### src/hw/clp_pkg.sv
// Package with the constants of the cold load pickup block.
// Notes on behaviour
// - Four modes: open, undercurrent, both, either.
// - Cold transition starts the load-off timer.
// - Load-off expiry raises cold load active.
// - Cold end arms the inrush detector.
// - Inrush when current exceeds inrush threshold.
// - Inrush ends at ninety percent of threshold.
// - Inrush end starts the settle timer.
// - Active falls after settle expiry, after max-block expiry, or when blocked or disabled.
// - Max-block timer expiry also drops active.
// - Settle needs current continuously below 0.9.
// - Selectable blocking input suppresses the function.
// - Running auto reclose blocks the function.
// - Indication only, never a trip command.
// - Undercurrent state is its own output.
package clp_pkg;
	localparam int         DATA_W      = 32;
	localparam int         ADDR_W      = 8;
	localparam logic [7:0] OFS_CTRL    = 8'h00;
	localparam logic [7:0] OFS_UC_THR  = 8'h04;
	localparam logic [7:0] OFS_INR_THR = 8'h08;
	localparam logic [7:0] OFS_T_LOAD  = 8'h0C;
	localparam logic [7:0] OFS_T_SETL  = 8'h10;
	localparam logic [7:0] OFS_T_MAXB  = 8'h14;
	localparam logic [7:0] OFS_STATUS  = 8'h18;
	localparam logic [7:0] OFS_IRQ_ST  = 8'h1C;
	localparam logic [7:0] OFS_IRQ_MSK = 8'h20;
	localparam int         CTRL_EN     = 0;
	localparam int         CTRL_MODE   = 1;
	localparam int         CTRL_BLKEN  = 3;
	localparam int         CTRL_ARFIT  = 4;
	localparam logic [4:0] CTRL_RST    = 5'h00;
	localparam int         EV_ON       = 0;
	localparam int         EV_OFF      = 1;
	localparam int         EV_MAXB     = 2;
	localparam int         NUM_EV      = 3;
	localparam logic [1:0] RESP_OKAY   = 2'h0;
	localparam logic [1:0] RESP_SLVERR = 2'h2;
	localparam int         DROP_NUM    = 9;
	localparam int         DROP_DEN    = 10;
	typedef enum logic [1:0] {MODE_OPEN, MODE_UC, MODE_AND, MODE_OR} clp_mode_e;
	typedef enum logic [1:0] {S_WARM, S_LOADOFF, S_COLD, S_RECOVER} clp_state_e;
endpackage

### src/hw/clp_tmr_if.sv
// Interface between the cold load pickup control and one tick timer.
`timescale 1ns/10ps
interface clp_tmr_if #(parameter int TW = 16);
	logic          tick;
	logic          clear;
	logic          start;
	logic [TW-1:0] limit;
	logic          running;
	logic          expired;
	modport timer (input tick, input clear, input start, input limit,
		output running, output expired);
	modport ctrl (output tick, output clear, output start, output limit,
		input running, input expired);
endinterface

### src/hw/clp_timer.sv
// Tick counting timer of the cold load pickup block.
`timescale 1ns/10ps
module clp_timer #(
	parameter int TW = 16
) (
	input  wire logic clock,
	input  wire logic rst,
	input  wire logic ce,
	clp_tmr_if.timer  t
);
	logic [TW-1:0] count_r;
	logic          run_r;
	logic          exp_r;
	wire           hit = (count_r + 1'b1 >= t.limit);

	assign t.running = run_r;
	assign t.expired = exp_r;

	always_ff @(posedge clock)
	begin
		if (rst || (ce && t.clear))
		begin
			count_r <= '0;
			run_r   <= 1'b0;
			exp_r   <= 1'b0;
		end
		else if (ce && t.start)
		begin
			count_r <= '0;
			run_r   <= 1'b1;
			exp_r   <= 1'b0;
		end
		else if (ce && run_r && t.tick)
		begin
			count_r <= count_r + 1'b1;
			run_r   <= !hit;
			exp_r   <= hit;
		end
	end

	property p_restart;
		@(posedge clock) disable iff (rst)
		ce && t.start && !t.clear |=> count_r == '0 && run_r && !exp_r;
	endproperty
	a_restart: assert property (p_restart) else $error("Timer did not restart.");
endmodule

### src/hw/clp_core.sv
// Cold load pickup logic with its AXI4-Lite register slave.
`timescale 1ns/10ps
module clp_core #(
	parameter int IW = 16,
	parameter int TW = 16
) (
	input  wire logic          clock,
	input  wire logic          rst,
	input  wire logic          ce,
	input  wire logic          sample_tick,
	input  wire logic          breaker_position,
	input  wire logic [IW-1:0] phase_a,
	input  wire logic [IW-1:0] phase_b,
	input  wire logic [IW-1:0] phase_c,
	input  wire logic          ext_block,
	input  wire logic          auto_reclose_running,
	output logic               cold_load_active,
	output logic               undercurrent_state,
	output logic               irq,
	input  wire logic [7:0]    s_awaddr,
	input  wire logic          s_awvalid,
	output logic               s_awready,
	input  wire logic [31:0]   s_wdata,
	input  wire logic [3:0]    s_wstrb,
	input  wire logic          s_wvalid,
	output logic               s_wready,
	output logic [1:0]         s_bresp,
	output logic               s_bvalid,
	input  wire logic          s_bready,
	input  wire logic [7:0]    s_araddr,
	input  wire logic          s_arvalid,
	output logic               s_arready,
	output logic [31:0]        s_rdata,
	output logic [1:0]         s_rresp,
	output logic               s_rvalid,
	input  wire logic          s_rready
);
	initial
	begin
		if (IW < 2 || IW > 24 || TW < 1 || TW > 32)
			$error("Unsupported current or timer width.");
	end

	// Registers written by software.
	logic [4:0]    ctrl_r;
	logic [IW-1:0] uc_thr_r;
	logic [IW-1:0] inr_thr_r;
	logic [TW-1:0] t_load_r;
	logic [TW-1:0] t_setl_r;
	logic [TW-1:0] t_maxb_r;
	logic [2:0]    irq_msk_r;
	logic [2:0]    irq_st_r;
	// Bus handshake state.
	logic [7:0]    awaddr_r;
	logic [31:0]   wdata_r;
	logic [3:0]    wstrb_r;
	logic          aw_got_r;
	logic          w_got_r;
	// Block state.
	clp_pkg::clp_state_e state_r;
	clp_pkg::clp_state_e state_nxt;
	logic          act_r;
	logic          uc_r;
	logic          inr_r;
	logic          b90_r;

	clp_tmr_if #(.TW(TW)) lo_t ();
	clp_tmr_if #(.TW(TW)) st_t ();
	clp_tmr_if #(.TW(TW)) mb_t ();

	clp_timer #(.TW(TW)) u_load (.clock(clock), .rst(rst), .ce(ce), .t(lo_t));
	clp_timer #(.TW(TW)) u_setl (.clock(clock), .rst(rst), .ce(ce), .t(st_t));
	clp_timer #(.TW(TW)) u_maxb (.clock(clock), .rst(rst), .ce(ce), .t(mb_t));

	// Measurement decode. Products are widened so the 90 percent test cannot wrap.
	wire [IW-1:0] max_ab  = (phase_a > phase_b) ? phase_a : phase_b;
	wire [IW-1:0] max_in  = (max_ab > phase_c) ? max_ab : phase_c;
	wire          uc_now  = (phase_a < uc_thr_r) && (phase_b < uc_thr_r)
		&& (phase_c < uc_thr_r);
	wire [IW+3:0] i_x10   = (IW+4)'(max_in) * (IW+4)'(clp_pkg::DROP_DEN);
	wire [IW+3:0] t_x9    = (IW+4)'(inr_thr_r) * (IW+4)'(clp_pkg::DROP_NUM);
	wire          b90_now = (i_x10 <= t_x9);
	wire          inr_hi  = (max_in > inr_thr_r);

	// Detection mode and blocking.
	wire [1:0] mode_w = ctrl_r[clp_pkg::CTRL_MODE +: 2];
	wire       cb_open = !breaker_position;
	logic      cold;
	always_comb
	begin
		case (clp_pkg::clp_mode_e'(mode_w))
			clp_pkg::MODE_OPEN: cold = cb_open;
			clp_pkg::MODE_UC:   cold = uc_r;
			clp_pkg::MODE_AND:  cold = cb_open && uc_r;
			clp_pkg::MODE_OR:   cold = cb_open || uc_r;
			default:            cold = 1'b0;
		endcase
	end
	wire ar_blk = ctrl_r[clp_pkg::CTRL_ARFIT] && auto_reclose_running;
	wire ex_blk = ctrl_r[clp_pkg::CTRL_BLKEN] && ext_block;
	wire blk    = !ctrl_r[clp_pkg::CTRL_EN] || ex_blk || ar_blk;

	// Timer control. A start outranks the clear that leaving a state implies.
	wire lo_go  = !blk && state_r == clp_pkg::S_WARM && cold;
	wire mb_go  = !blk && state_r == clp_pkg::S_COLD && !cold;
	wire in_rec = state_r == clp_pkg::S_RECOVER;
	wire st_go  = !blk && in_rec && !inr_r && b90_r && !st_t.running
		&& !st_t.expired;
	assign lo_t.tick  = sample_tick;
	assign st_t.tick  = sample_tick;
	assign mb_t.tick  = sample_tick;
	assign lo_t.limit = t_load_r;
	assign st_t.limit = t_setl_r;
	assign mb_t.limit = t_maxb_r;
	assign lo_t.start = lo_go;
	assign st_t.start = st_go;
	assign mb_t.start = mb_go;
	assign lo_t.clear = blk || (state_r != clp_pkg::S_LOADOFF && !lo_go);
	assign mb_t.clear = blk || (!in_rec && !mb_go);
	assign st_t.clear = blk || !in_rec || inr_r || !b90_r;

	always_comb
	begin
		state_nxt = state_r;
		case (state_r)
			clp_pkg::S_WARM:    if (lo_go) state_nxt = clp_pkg::S_LOADOFF;
			clp_pkg::S_LOADOFF:
			begin
				if (!cold)
					state_nxt = clp_pkg::S_WARM;
				else if (lo_t.expired)
					state_nxt = clp_pkg::S_COLD;
			end
			clp_pkg::S_COLD:    if (!cold) state_nxt = clp_pkg::S_RECOVER;
			clp_pkg::S_RECOVER:
			begin
				if (cold)
					state_nxt = clp_pkg::S_COLD;
				else if (st_t.expired || mb_t.expired)
					state_nxt = clp_pkg::S_WARM;
			end
			default:            state_nxt = clp_pkg::S_WARM;
		endcase
		if (blk)
			state_nxt = clp_pkg::S_WARM;
	end

	// The active flag is only an indication; nothing here can trip.
	wire act_nxt = (state_nxt == clp_pkg::S_COLD) || (state_nxt == clp_pkg::S_RECOVER);

	always_ff @(posedge clock)
	begin
		if (rst)
		begin
			state_r <= clp_pkg::S_WARM;
			act_r   <= 1'b0;
		end
		else if (ce)
		begin
			state_r <= state_nxt;
			act_r   <= act_nxt;
		end
	end

	// Measurements are taken on the protection tick only.
	always_ff @(posedge clock)
	begin
		if (rst)
		begin
			uc_r   <= 1'b0;
			inr_r  <= 1'b0;
			b90_r  <= 1'b0;
		end
		else if (ce && sample_tick)
		begin
			uc_r   <= uc_now;
			b90_r  <= b90_now;
			if (!in_rec || inr_hi)
				inr_r <= inr_hi && in_rec;
			else if (b90_now)
				inr_r <= 1'b0;
		end
	end

	// Interrupt events; a new event wins over a clear in the same cycle.
	wire       wr_fire = aw_got_r && w_got_r && !s_bvalid;
	wire       wr_ist  = wr_fire && awaddr_r == clp_pkg::OFS_IRQ_ST && wstrb_r[0];
	wire [2:0] ev      = {mb_t.expired && in_rec && ce && !blk, act_r && !act_nxt,
		!act_r && act_nxt};
	wire [2:0] ist_nxt = (irq_st_r & ~(wr_ist ? wdata_r[2:0] : 3'h0)) | ev;

	always_ff @(posedge clock)
	begin
		if (rst)
		begin
			irq_st_r <= 3'h0;
			irq      <= 1'b0;
		end
		else if (ce)
		begin
			irq_st_r <= ist_nxt;
			irq      <= |(ist_nxt & irq_msk_r);
		end
	end

	assign cold_load_active   = act_r;
	assign undercurrent_state = uc_r;

	// Register write path.
	function automatic logic [31:0] merge(input logic [31:0] old, input logic [31:0] d,
		input logic [3:0] s);
		logic [31:0] r;
		r = old;
		for (int i = 0; i < 4; i++)
			if (s[i])
				r[8*i +: 8] = d[8*i +: 8];
		return r;
	endfunction

	wire [31:0] m_ctrl = merge(32'(ctrl_r), wdata_r, wstrb_r);
	wire [31:0] m_uc   = merge(32'(uc_thr_r), wdata_r, wstrb_r);
	wire [31:0] m_inr  = merge(32'(inr_thr_r), wdata_r, wstrb_r);
	wire [31:0] m_tlo  = merge(32'(t_load_r), wdata_r, wstrb_r);
	wire [31:0] m_tst  = merge(32'(t_setl_r), wdata_r, wstrb_r);
	wire [31:0] m_tmb  = merge(32'(t_maxb_r), wdata_r, wstrb_r);
	wire [31:0] m_msk  = merge(32'(irq_msk_r), wdata_r, wstrb_r);
	wire        wr_ok  = awaddr_r <= clp_pkg::OFS_IRQ_MSK && awaddr_r[1:0] == 2'h0
		&& awaddr_r != clp_pkg::OFS_STATUS;

	always_ff @(posedge clock)
	begin
		if (rst)
		begin
			ctrl_r    <= clp_pkg::CTRL_RST;
			uc_thr_r  <= '0;
			inr_thr_r <= '0;
			t_load_r  <= '0;
			t_setl_r  <= '0;
			t_maxb_r  <= '0;
			irq_msk_r <= 3'h0;
		end
		else if (ce && wr_fire)
		begin
			case (awaddr_r)
				clp_pkg::OFS_CTRL:    ctrl_r    <= m_ctrl[4:0];
				clp_pkg::OFS_UC_THR:  uc_thr_r  <= m_uc[IW-1:0];
				clp_pkg::OFS_INR_THR: inr_thr_r <= m_inr[IW-1:0];
				clp_pkg::OFS_T_LOAD:  t_load_r  <= m_tlo[TW-1:0];
				clp_pkg::OFS_T_SETL:  t_setl_r  <= m_tst[TW-1:0];
				clp_pkg::OFS_T_MAXB:  t_maxb_r  <= m_tmb[TW-1:0];
				clp_pkg::OFS_IRQ_MSK: irq_msk_r <= m_msk[2:0];
				default:              ctrl_r    <= ctrl_r;
			endcase
		end
	end

	always_ff @(posedge clock)
	begin
		if (rst)
		begin
			s_awready <= 1'b1;
			s_wready  <= 1'b1;
			s_bvalid  <= 1'b0;
			s_bresp   <= clp_pkg::RESP_OKAY;
			aw_got_r  <= 1'b0;
			w_got_r   <= 1'b0;
			awaddr_r  <= 8'h00;
			wdata_r   <= 32'h0000_0000;
			wstrb_r   <= 4'h0;
		end
		else if (ce)
		begin
			if (s_awvalid && s_awready)
			begin
				awaddr_r  <= s_awaddr;
				aw_got_r  <= 1'b1;
				s_awready <= 1'b0;
			end
			if (s_wvalid && s_wready)
			begin
				wdata_r  <= s_wdata;
				wstrb_r  <= s_wstrb;
				w_got_r  <= 1'b1;
				s_wready <= 1'b0;
			end
			if (wr_fire)
			begin
				s_bvalid <= 1'b1;
				s_bresp  <= wr_ok ? clp_pkg::RESP_OKAY : clp_pkg::RESP_SLVERR;
				aw_got_r <= 1'b0;
				w_got_r  <= 1'b0;
			end
			if (s_bvalid && s_bready)
			begin
				s_bvalid  <= 1'b0;
				s_awready <= 1'b1;
				s_wready  <= 1'b1;
			end
		end
	end

	// Register read path.
	wire [31:0] status_w = {26'h0, state_r, b90_r, inr_r, uc_r, act_r};
	logic [31:0] rd_w;
	logic        rd_ok;
	always_comb
	begin
		rd_ok = 1'b1;
		case (s_araddr)
			clp_pkg::OFS_CTRL:    rd_w = 32'(ctrl_r);
			clp_pkg::OFS_UC_THR:  rd_w = 32'(uc_thr_r);
			clp_pkg::OFS_INR_THR: rd_w = 32'(inr_thr_r);
			clp_pkg::OFS_T_LOAD:  rd_w = 32'(t_load_r);
			clp_pkg::OFS_T_SETL:  rd_w = 32'(t_setl_r);
			clp_pkg::OFS_T_MAXB:  rd_w = 32'(t_maxb_r);
			clp_pkg::OFS_STATUS:  rd_w = status_w;
			clp_pkg::OFS_IRQ_ST:  rd_w = 32'(irq_st_r);
			clp_pkg::OFS_IRQ_MSK: rd_w = 32'(irq_msk_r);
			default:
			begin
				rd_w  = 32'h0000_0000;
				rd_ok = 1'b0;
			end
		endcase
	end

	always_ff @(posedge clock)
	begin
		if (rst)
		begin
			s_arready <= 1'b1;
			s_rvalid  <= 1'b0;
			s_rdata   <= 32'h0000_0000;
			s_rresp   <= clp_pkg::RESP_OKAY;
		end
		else if (ce)
		begin
			if (s_arvalid && s_arready)
			begin
				s_arready <= 1'b0;
				s_rvalid  <= 1'b1;
				s_rdata   <= rd_w;
				s_rresp   <= rd_ok ? clp_pkg::RESP_OKAY : clp_pkg::RESP_SLVERR;
			end
			else if (s_rvalid && s_rready)
			begin
				s_rvalid  <= 1'b0;
				s_arready <= 1'b1;
			end
		end
	end

	property p_loadoff_start;
		@(posedge clock) disable iff (rst)
		ce && lo_go |=> lo_t.running && state_r == clp_pkg::S_LOADOFF;
	endproperty
	a_loadoff_start: assert property (p_loadoff_start) else $error("No load-off start.");

	property p_active_on;
		@(posedge clock) disable iff (rst)
		ce && !blk && cold && state_r == clp_pkg::S_LOADOFF && lo_t.expired |=> act_r;
	endproperty
	a_active_on: assert property (p_active_on) else $error("Active not raised.");

	property p_block;
		@(posedge clock) disable iff (rst)
		ce && ex_blk |=> !act_r && state_r == clp_pkg::S_WARM && !mb_t.running;
	endproperty
	a_block: assert property (p_block) else $error("Block did not suppress.");

	property p_ar_block;
		@(posedge clock) disable iff (rst)
		ce && ar_blk |=> !act_r && !lo_t.running;
	endproperty
	a_ar_block: assert property (p_ar_block) else $error("Reclose did not block.");

	property p_undercurrent;
		@(posedge clock) disable iff (rst)
		ce && sample_tick |=> undercurrent_state == $past(uc_now);
	endproperty
	a_undercurrent: assert property (p_undercurrent) else $error("Bad undercurrent.");

	property p_settle_off;
		@(posedge clock) disable iff (rst)
		ce && !blk && in_rec && !cold && st_t.expired |=> !act_r ##1 !act_r || !ce;
	endproperty
	a_settle_off: assert property (p_settle_off) else $error("Settle did not release.");

	property p_maxblk_off;
		@(posedge clock) disable iff (rst)
		ce && !blk && in_rec && !cold && mb_t.expired && inr_r |=> !act_r && irq_st_r[2];
	endproperty
	a_maxblk_off: assert property (p_maxblk_off) else $error("Max-block ignored.");

	property p_settle_hold;
		@(posedge clock) disable iff (rst)
		ce && in_rec && !b90_r |=> !st_t.running && !st_t.expired;
	endproperty
	a_settle_hold: assert property (p_settle_hold) else $error("Settle ran above 0.9.");

	property p_inrush_set;
		@(posedge clock) disable iff (rst)
		ce && sample_tick && in_rec && inr_hi |=> inr_r;
	endproperty
	a_inrush_set: assert property (p_inrush_set) else $error("Inrush not detected.");
endmodule

### config.mk
export PLATFORM = sky130hd
export DESIGN_NAME = clp_core
export DESIGN_NICKNAME = d
export VERILOG_FILES = /design/src/hw/clp_pkg.sv /design/src/hw/clp_tmr_if.sv /design/src/hw/clp_timer.sv /design/src/hw/clp_core.sv
export SDC_FILE = /design/constraint.sdc
export NUM_CORES = 1
export LEC_CHECK = 0
export BUFFER_PORTS_ARGS = -buffer_cell sky130_fd_sc_hd__buf_4
export CAP_MARGIN = 20
export CORE_MARGIN = 2
export CORE_UTILIZATION = 29
export CTS_CLUSTER_DIAMETER = 40
export DETAILED_ROUTE_END_ITERATION = 8
export GPL_ROUTABILITY_DRIVEN = 1
export PLACE_DENSITY = 0.56
export SYNTH_ARGS = -nofsm -noshare
export SYNTH_HDL_FRONTEND = slang
export SYNTH_SLANG_ARGS = --single-unit
### constraint.sdc
create_clock -name clock -period 25 [get_ports clock]
set_input_delay 5 -clock clock [delete_from_list [all_inputs] [get_ports clock]]
set_output_delay 5 -clock clock [all_outputs]
set_load 0.005 [all_outputs]
==> run summary, run 1 <==
Clock buffers created by TritonCTS - 30
DRT Pass-1 Iters - 8
Die W - 228.4 um
Fin. max-slew vios - 0
First-pass GRT wire length - 69860 um
Power Total - 1.080 mW
Slowest cell on crit path - a31oi_2
Post-CTS setup buffers - 0
Worst IR drop on VDD - 53.92 uV
Fin crit share - 51.89%
Clock slew at the register clock pins of the worst setup and hold paths - 0.05 ns
Max-cap violations - 0
Cell mode on critical path - a21o_1
Height of the die - 228.4 um
Number of global-route vias before repair - 12430
RSZ-0062 raised after global routing - false
# rows - 82
Port bufs - 119
Yosys top cell by area - dfxtp_1
R2R Setup Slk - 20.17 ns
Setup crit end - inr_r
Hold buffer count at cts - 0
Area Overhead vs Synth - 17.55%
CTS H-tree lvls - 1
Synth top area share - 27.84%
Leakage power - 7.820 nW
Worst Max-Slew Pin Slew - 0.8849 ns
Vias per cell - 4.967
# setup viols final - 0
Async set or reset register ratio after synthesis - 0%
Fin Setup TNS - 0 ns
WL per Instance - 16.86 um
RR Startpoint - inr_thr_r[4]
CTS Root Cell - clkbuf_16
Required @ worst endpoint - 25.44 ns
CP Capture Type - register
Synth Flop Type - dfxtp_1
Ant diodes - 0
CTS tree - yes
EDFF count, synth - 0
Crit path launch type - input port
Share of cells above drive strength 1 - 10.17%
Mean Syn Cell Area - 8.088 um2
Setup ws final - 12.03 ns
Nets - 2230
# clock sinks - 203
Min Tclk post-route - 12.97 ns
Relative slew slack - 41.01%
Final std cell area, no fill - 0.01716 mm2
GR Util All Layers - 16.60%
Crit path from - phase_b[5]
Hold Path Class - reg2reg
CP top delay family - compound AO/OA/AOI/OAI gates
Highest metal used - met4
Critical path type - in2reg
Metal1 wirelength - 20640 um
Iteration-0 DRC count of the detailed router - 881
Clock insertion delay at the later pin of the skew report - 0.55 ns
Cell count after synthesis - 1805
Residual DRC count - 0
Outcome - completed
Top cells by count, synth - 216 x nor2_1, 213 x ha_1, 203 x dfxtp_1
DP Area - 0.01608 mm2
Final hold vios - 0
Met2 Routed Length - 19420 um
Initial Util - 29.22%
Ys Warns - 0
Largest net degree at the start of global routing - 86
Synthesized area - 0.01460 mm2
Max Fanout on Critical Path - 31
Most frequent cell after synthesis - nor2_1
Met3 Wirelength - 2506 um
I/O pin count - 156
WP data arrival - 13.41 ns
Fmax - 77.08 MHz
GRT overflow - 0
Synth area leaders - dfxtp_1 28%, ha_1 18%, mux2i_1 7.1%, nor2_1 5.6%, nand2_1 4.6%
Die area - 0.05215 mm2
Worst hold slack - 0.4698 ns
Routed Antenna Nets - 0
Slowest cell delay on critical path - 0.63 ns
Cells resized by post-CTS repair - 0
RR Endpoint - inr_r
Initial antenna violation count - 0
Stages on worst setup path - 35
Final GP Congestion - 0.9035
Cell variety after synth - 70
PD cells - 62.93 mW/mm2
Worst Path Buf+Inv - 4
Core box area - 0.04997 mm2
Register area share after synthesis - 27.84%
Reg2reg path depth - 22
Worst clock skew - 0.009794 ns
Post-Route WL - 43810 um
FF+latch count, synth - 203
DP Worst Slack - 11.44 ns
Via count - 12910
Placed wire-length estimate - 35040 um
CTS max path bufs - 3
==> area by class of cell <==
| cell class | instances | area [um2] |
|---|---|---|
| Fill cell | 5245 | 32800 |
| Multi-Input combinational cell | 1396 | 9686 |
| Sequential cell | 203 | 4064 |
| Timing Repair Buffer | 127 | 957.2 |
| Tap cell | 672 | 840.8 |
| Clock buffer | 36 | 794.5 |
| Inverter | 145 | 544.3 |
| Clock inverter | 20 | 275.3 |
==> cell usage in the layout, fill, tap and decap left out, types with 18 or more instances in the layout <==
cell type	Yosys	layout
a31oi_1	18	18
xnor2_1	54	54
buf_4	20	126
o21ai_0	90	90
nand3_1	45	45
nor2_1	216	216
nand4_1	29	29
mux2i_1	104	104
ha_1	213	213
inv_1	144	144
clkbuf_16	0	31
xor2_1	62	62
nor3_1	24	24
a21o_1	44	44
a21oi_1	127	127
conb_1	1	18
dfxtp_1	203	203
nand2_1	179	179
and3_1	24	24
==> metal layers <==
| metal | GRT usage, % | vias to the layer above |
|---|---|---|
| met2 | 26.85 | 383 |
| met5 | 0 | - |
| met3 | 1.747 | 58 |
| met4 | 4.861 | 0 |
| met1 | 23.27 | 6006 |
| li1 | - | 6463 |
==> stage by stage <==
stage | instances | util [%]
floorplan | 1822 | -
global placement | 2540 | 32.15
detailed placement | 2541 | 32.18
CTS | 2597 | 34.32
global route | 2599 | 34.35
finish | 2599 | 34.35
==> power breakdown <==
part	switching (mW)	internal, mW	leakage [nW]
combinational	0.164	0.134	5.66
clock	0.163	0.282	0.522
sequential	0.00810	0.329	1.64
==> state kept, by name, indices dropped and copies added, names as in the netlist, 2 cells and up <==
register,cells
awaddr_r,8
ctrl_r,5
inr_thr_r,16
irq_msk_r,3
irq_st_r,3
lo_t.limit,16
mb_t.limit,16
s_rdata,16
st_t.limit,16
state_r,2
u_load.count_r,16
u_maxb.count_r,16
u_setl.count_r,16
uc_thr_r,16
wdata_r,16
wstrb_r,2
==> worst min-delay path by stage <==
stage                            from          end  slack [ns]  depth (start not counted)
final                        s_wready     s_wready        0.47                          2
after global routing      awaddr_r[7]  awaddr_r[7]        0.50                          2
after CTS                    s_wready     s_wready        0.47                          2
after detailed placement   wstrb_r[0]   wstrb_r[0]        0.46                          2
after global placement     wstrb_r[0]   wstrb_r[0]        0.46                          2
after floorplan            wstrb_r[0]   wstrb_r[0]        0.44                          2
==> cells by family after synthesis <==
family | share of synthesized area [%]
compound gates | 15.38
xor+xnor | 6.959
fa+ha+maj | 18.53
buf+inv | 6.256
flops | 27.84
mux | 7.233
other cells | 0.02569
simple gates | 17.78
==> worst register-to-register path, cell delays in order (launching register included) <==
cell and delay (ns):
dfxtp_1 0.47, ha_1 0.29, ha_1 0.22, inv_1 0.07, fa_1 0.20, nor2b_1 0.05
o21ai_0 0.23, a21boi_0 0.13, o21a_1 0.20, o311ai_0 0.47, a31oi_1 0.22, a21oi_1 0.20
nor2_1 0.07, xnor2_1 0.12, ha_1 0.30, nand4_1 0.13, nor2_1 0.19, and3_1 0.21
nand4_1 0.18, o221ai_1 0.28, a21oi_1 0.12, o31ai_1 0.23, a32o_1 0.18
Power figures use the tool's default switching activity.
==> run 2: changes to the inputs <==
clock period = 12.9 ns   (was 25 ns; I/O delays follow)
==> run 2 against run 1 <==
  * Final cell count barely moved
  * Clock power is 85% higher
  * Critical path type unchanged
  * Die area unchanged
  * Design area shrank 0.30%
  * Highest routed layer unchanged
  * Critical endpoint unchanged
  * Routed wire length shrank 0.53%
==> run summary, run 2 (synthesis gave the netlist of run 1 again) <==
Via count - 12889 (-0.16%)
Clock buffers created by TritonCTS - 29 (-3.3%)
Cell mode on critical path - a21o_1
Multi-input gate area - 0.009686 mm2 (unchanged)
Comb power frac - 28.1% (+0.5 points)
CTS Root Cell - clkbuf_16
RSZ-0062 raised after global routing - false
Sw frac - 31.87% (+0.86 points)
Crit path launch type - input port
CTS tree - yes
Critical path type - in2reg
RR Startpoint - inr_thr_r[4]
Required @ worst endpoint - 13.36 ns (-12.08 ns)
Min Tclk post-route - 10.57 ns
Clock slew at the register clock pins of the worst setup and hold paths - 0.06 ns (about the same)
FILL cells - 5204 (-0.78%)
Final GP Congestion - 0.9141 (+1.2%)
CP top delay family - compound AO/OA/AOI/OAI gates
Iteration-0 DRC count of the detailed router - 916 (+4.0%)
Hold buffer count at cts - 0 (unchanged)
Share of cells above drive strength 1 - 10.29% (+0.11 points)
Worst IR drop on VDD - 102.0 uV (+89%)
Fmax - 94.57 MHz
PD cells - 119.8 mW/mm2 (+90%)
CTS H-tree lvls - 1 (unchanged)
Slowest cell delay on critical path - 0.60 ns (-0.03 ns)
R2R Setup Slk - 8.17 ns (-12.00 ns)
Fin crit share - 81.97%
Commonest non-fill, non-tap cell in the layout - nor2_1
WP data arrival - 11.03 ns (-2.38 ns)
Worst clock skew - 0.01754 ns (+0.007746 ns)
CP Capture Type - register
Max-cap violations - 0 (unchanged)
Relative slew slack - 36.99% (-4.0 points)
Worst Min Path Start - wstrb_r[0]
Worst Max-Slew Pin Slew - 0.9451 ns (+0.06024 ns)
Cells resized by post-CTS repair - 0 (unchanged)
Die area - 0.05215 mm2 (unchanged)
Clock insertion delay at the later pin of the skew report - 0.56 ns (about the same)
Number of global-route vias before repair - 12461 (+0.25%)
Initial antenna violation count - 0 (unchanged)
Core box area - 0.04997 mm2 (unchanged)
Fin. max-slew vios - 0 (unchanged)
Initial Util - 29.22% (unchanged)
Nets - 2229 (-0.045%)
Hold Path Class - reg2reg
Fin Setup TNS - 0 ns (unchanged)
Power Internal - 1.397 mW (+88%)
Residual DRC count - 0 (unchanged)
Vias per cell - 4.961 (-0.12%)
Die W - 228.4 um (unchanged)
Area Overhead vs Synth - 17.20%
Post-CTS setup buffers - 0 (unchanged)
Setup ws final - 2.326 ns (-9.701 ns)
Largest net degree at the start of global routing - 88 (+2.3%)
DRT Pass-1 Iters - 5 (-3)
# rows - 82 (unchanged)
Hold depth - 2 (unchanged)
First-pass GRT wire length - 68970 um (-1.3%)
Final hold vios - 0 (unchanged)
Sequential power share - 31.8% (+0.6 points)
Slowest cell on crit path - a31oi_2
Worst Path Buf+Inv - 4 (unchanged)
Placed wire-length estimate - 34920 um (-0.33%)
Max Fanout on Critical Path - 31 (unchanged)
GRT overflow - 0 (unchanged)
Port bufs - 119 (unchanged)
Reg2reg path depth - 22 (unchanged)
Most frequent cells in the layout - 216 x nor2_1, 213 x ha_1, 203 x dfxtp_1, 179 x nand2_1, 144 x inv_1
Outcome - completed
GR Util All Layers - 16.47% (-0.13 points)
Switching pwr - 0.6535 mW (+95%)
# clock sinks - 203 (unchanged)
CTS max path bufs - 3 (unchanged)
RR Endpoint - inr_r
Worst hold slack - 0.4663 ns (-0.003489 ns)
WHS Endpoint - wstrb_r[0]
Clock Power Share - 40.1% (-1.1 points)
DP Worst Slack - 1.704 ns (-9.733 ns)
Register area - 0.004064 mm2 (unchanged)
I/O pin count - 156 (unchanged)
Routed Antenna Nets - 0 (unchanged)
Height of the die - 228.4 um (unchanged)
Leakage power - 7.774 nW (-0.59%)
Post-Route WL - 43580 um (-0.53%)
WL per Instance - 16.77 um (-0.49%)
# setup viols final - 0 (unchanged)
## run 2: how the worst max path moves through the flow
stage	start	end	slack [ns]	cells after the start
2_1_floorplan	phase_b[1]	inr_r	3.34	38
3_3_place_gp	phase_b[7]	inr_r	1.79	36
3_5_place_dp	phase_a[7]	inr_r	1.70	34
4_1_cts	phase_b[7]	inr_r	2.28	35
5_1_grt	phase_b[7]	inr_r	1.64	36
6_report	phase_b[7]	inr_r	2.33	36
## run 2: area by class of cell
| type | instances | area share [%] |
|---|---|---|
| Multi-Input combinational cell | 1396 | 56.61 |
| Sequential cell | 203 | 23.75 |
| Timing Repair Buffer | 127 | 5.594 |
| Tap cell | 672 | 4.914 |
| Clock buffer | 30 | 4.263 |
| Inverter | 145 | 3.181 |
| Clock inverter | 24 | 1.675 |
| Antenna cell | 1 | 0.01463 |
## run 2: through the flow
step	util [%]	power, mW	area [um2]	cells
after floorplan	-	1.090	14660	1822
after global placement	32.17	1.224	16070	2541
after detailed placement	32.19	1.240	16080	2542
after CTS	34.22	2.068	17100	2596
after global routing	34.24	2.180	17110	2597
final	34.24	2.051	17110	2598
## run 2: routing by layer
metal  vias to the layer above  GRT usage [%]  part of all wire, %
met5                         -              0                    0
met4                         0          5.249                  3.3
met3                        75          2.345                  6.6
met2                       415          26.20                   43
met1                      5942          22.91                   47
li1                       6457              -                    -
## run 2: power by group through the flow
stage | sequential, mW | combinational, mW | clock [mW]
6_report | 0.653 | 0.576 | 0.822
5_1_grt | 0.654 | 0.663 | 0.863
3_5_place_dp | 0.666 | 0.573 | 0
3_3_place_gp | 0.666 | 0.558 | 0
4_1_cts | 0.653 | 0.579 | 0.836
2_1_floorplan | 0.658 | 0.432 | 0
## run 2: worst reg2reg max path, cell delays in order (launching register included)
cell and delay (ns):
dfxtp_1 0.47, ha_1 0.30, ha_1 0.22, inv_1 0.07
fa_1 0.20, nor2b_1 0.05, o21ai_0 0.24, a21boi_0 0.14
o21a_1 0.21, o311ai_0 0.43, a31oi_1 0.20, a21oi_1 0.20
nor2_1 0.07, xnor2_1 0.12, ha_1 0.30, nand4_1 0.12
nor2_1 0.18, and3_1 0.21, nand4_1 0.18, o221ai_1 0.27
a21oi_1 0.12, o31ai_1 0.22, a32o_1 0.18
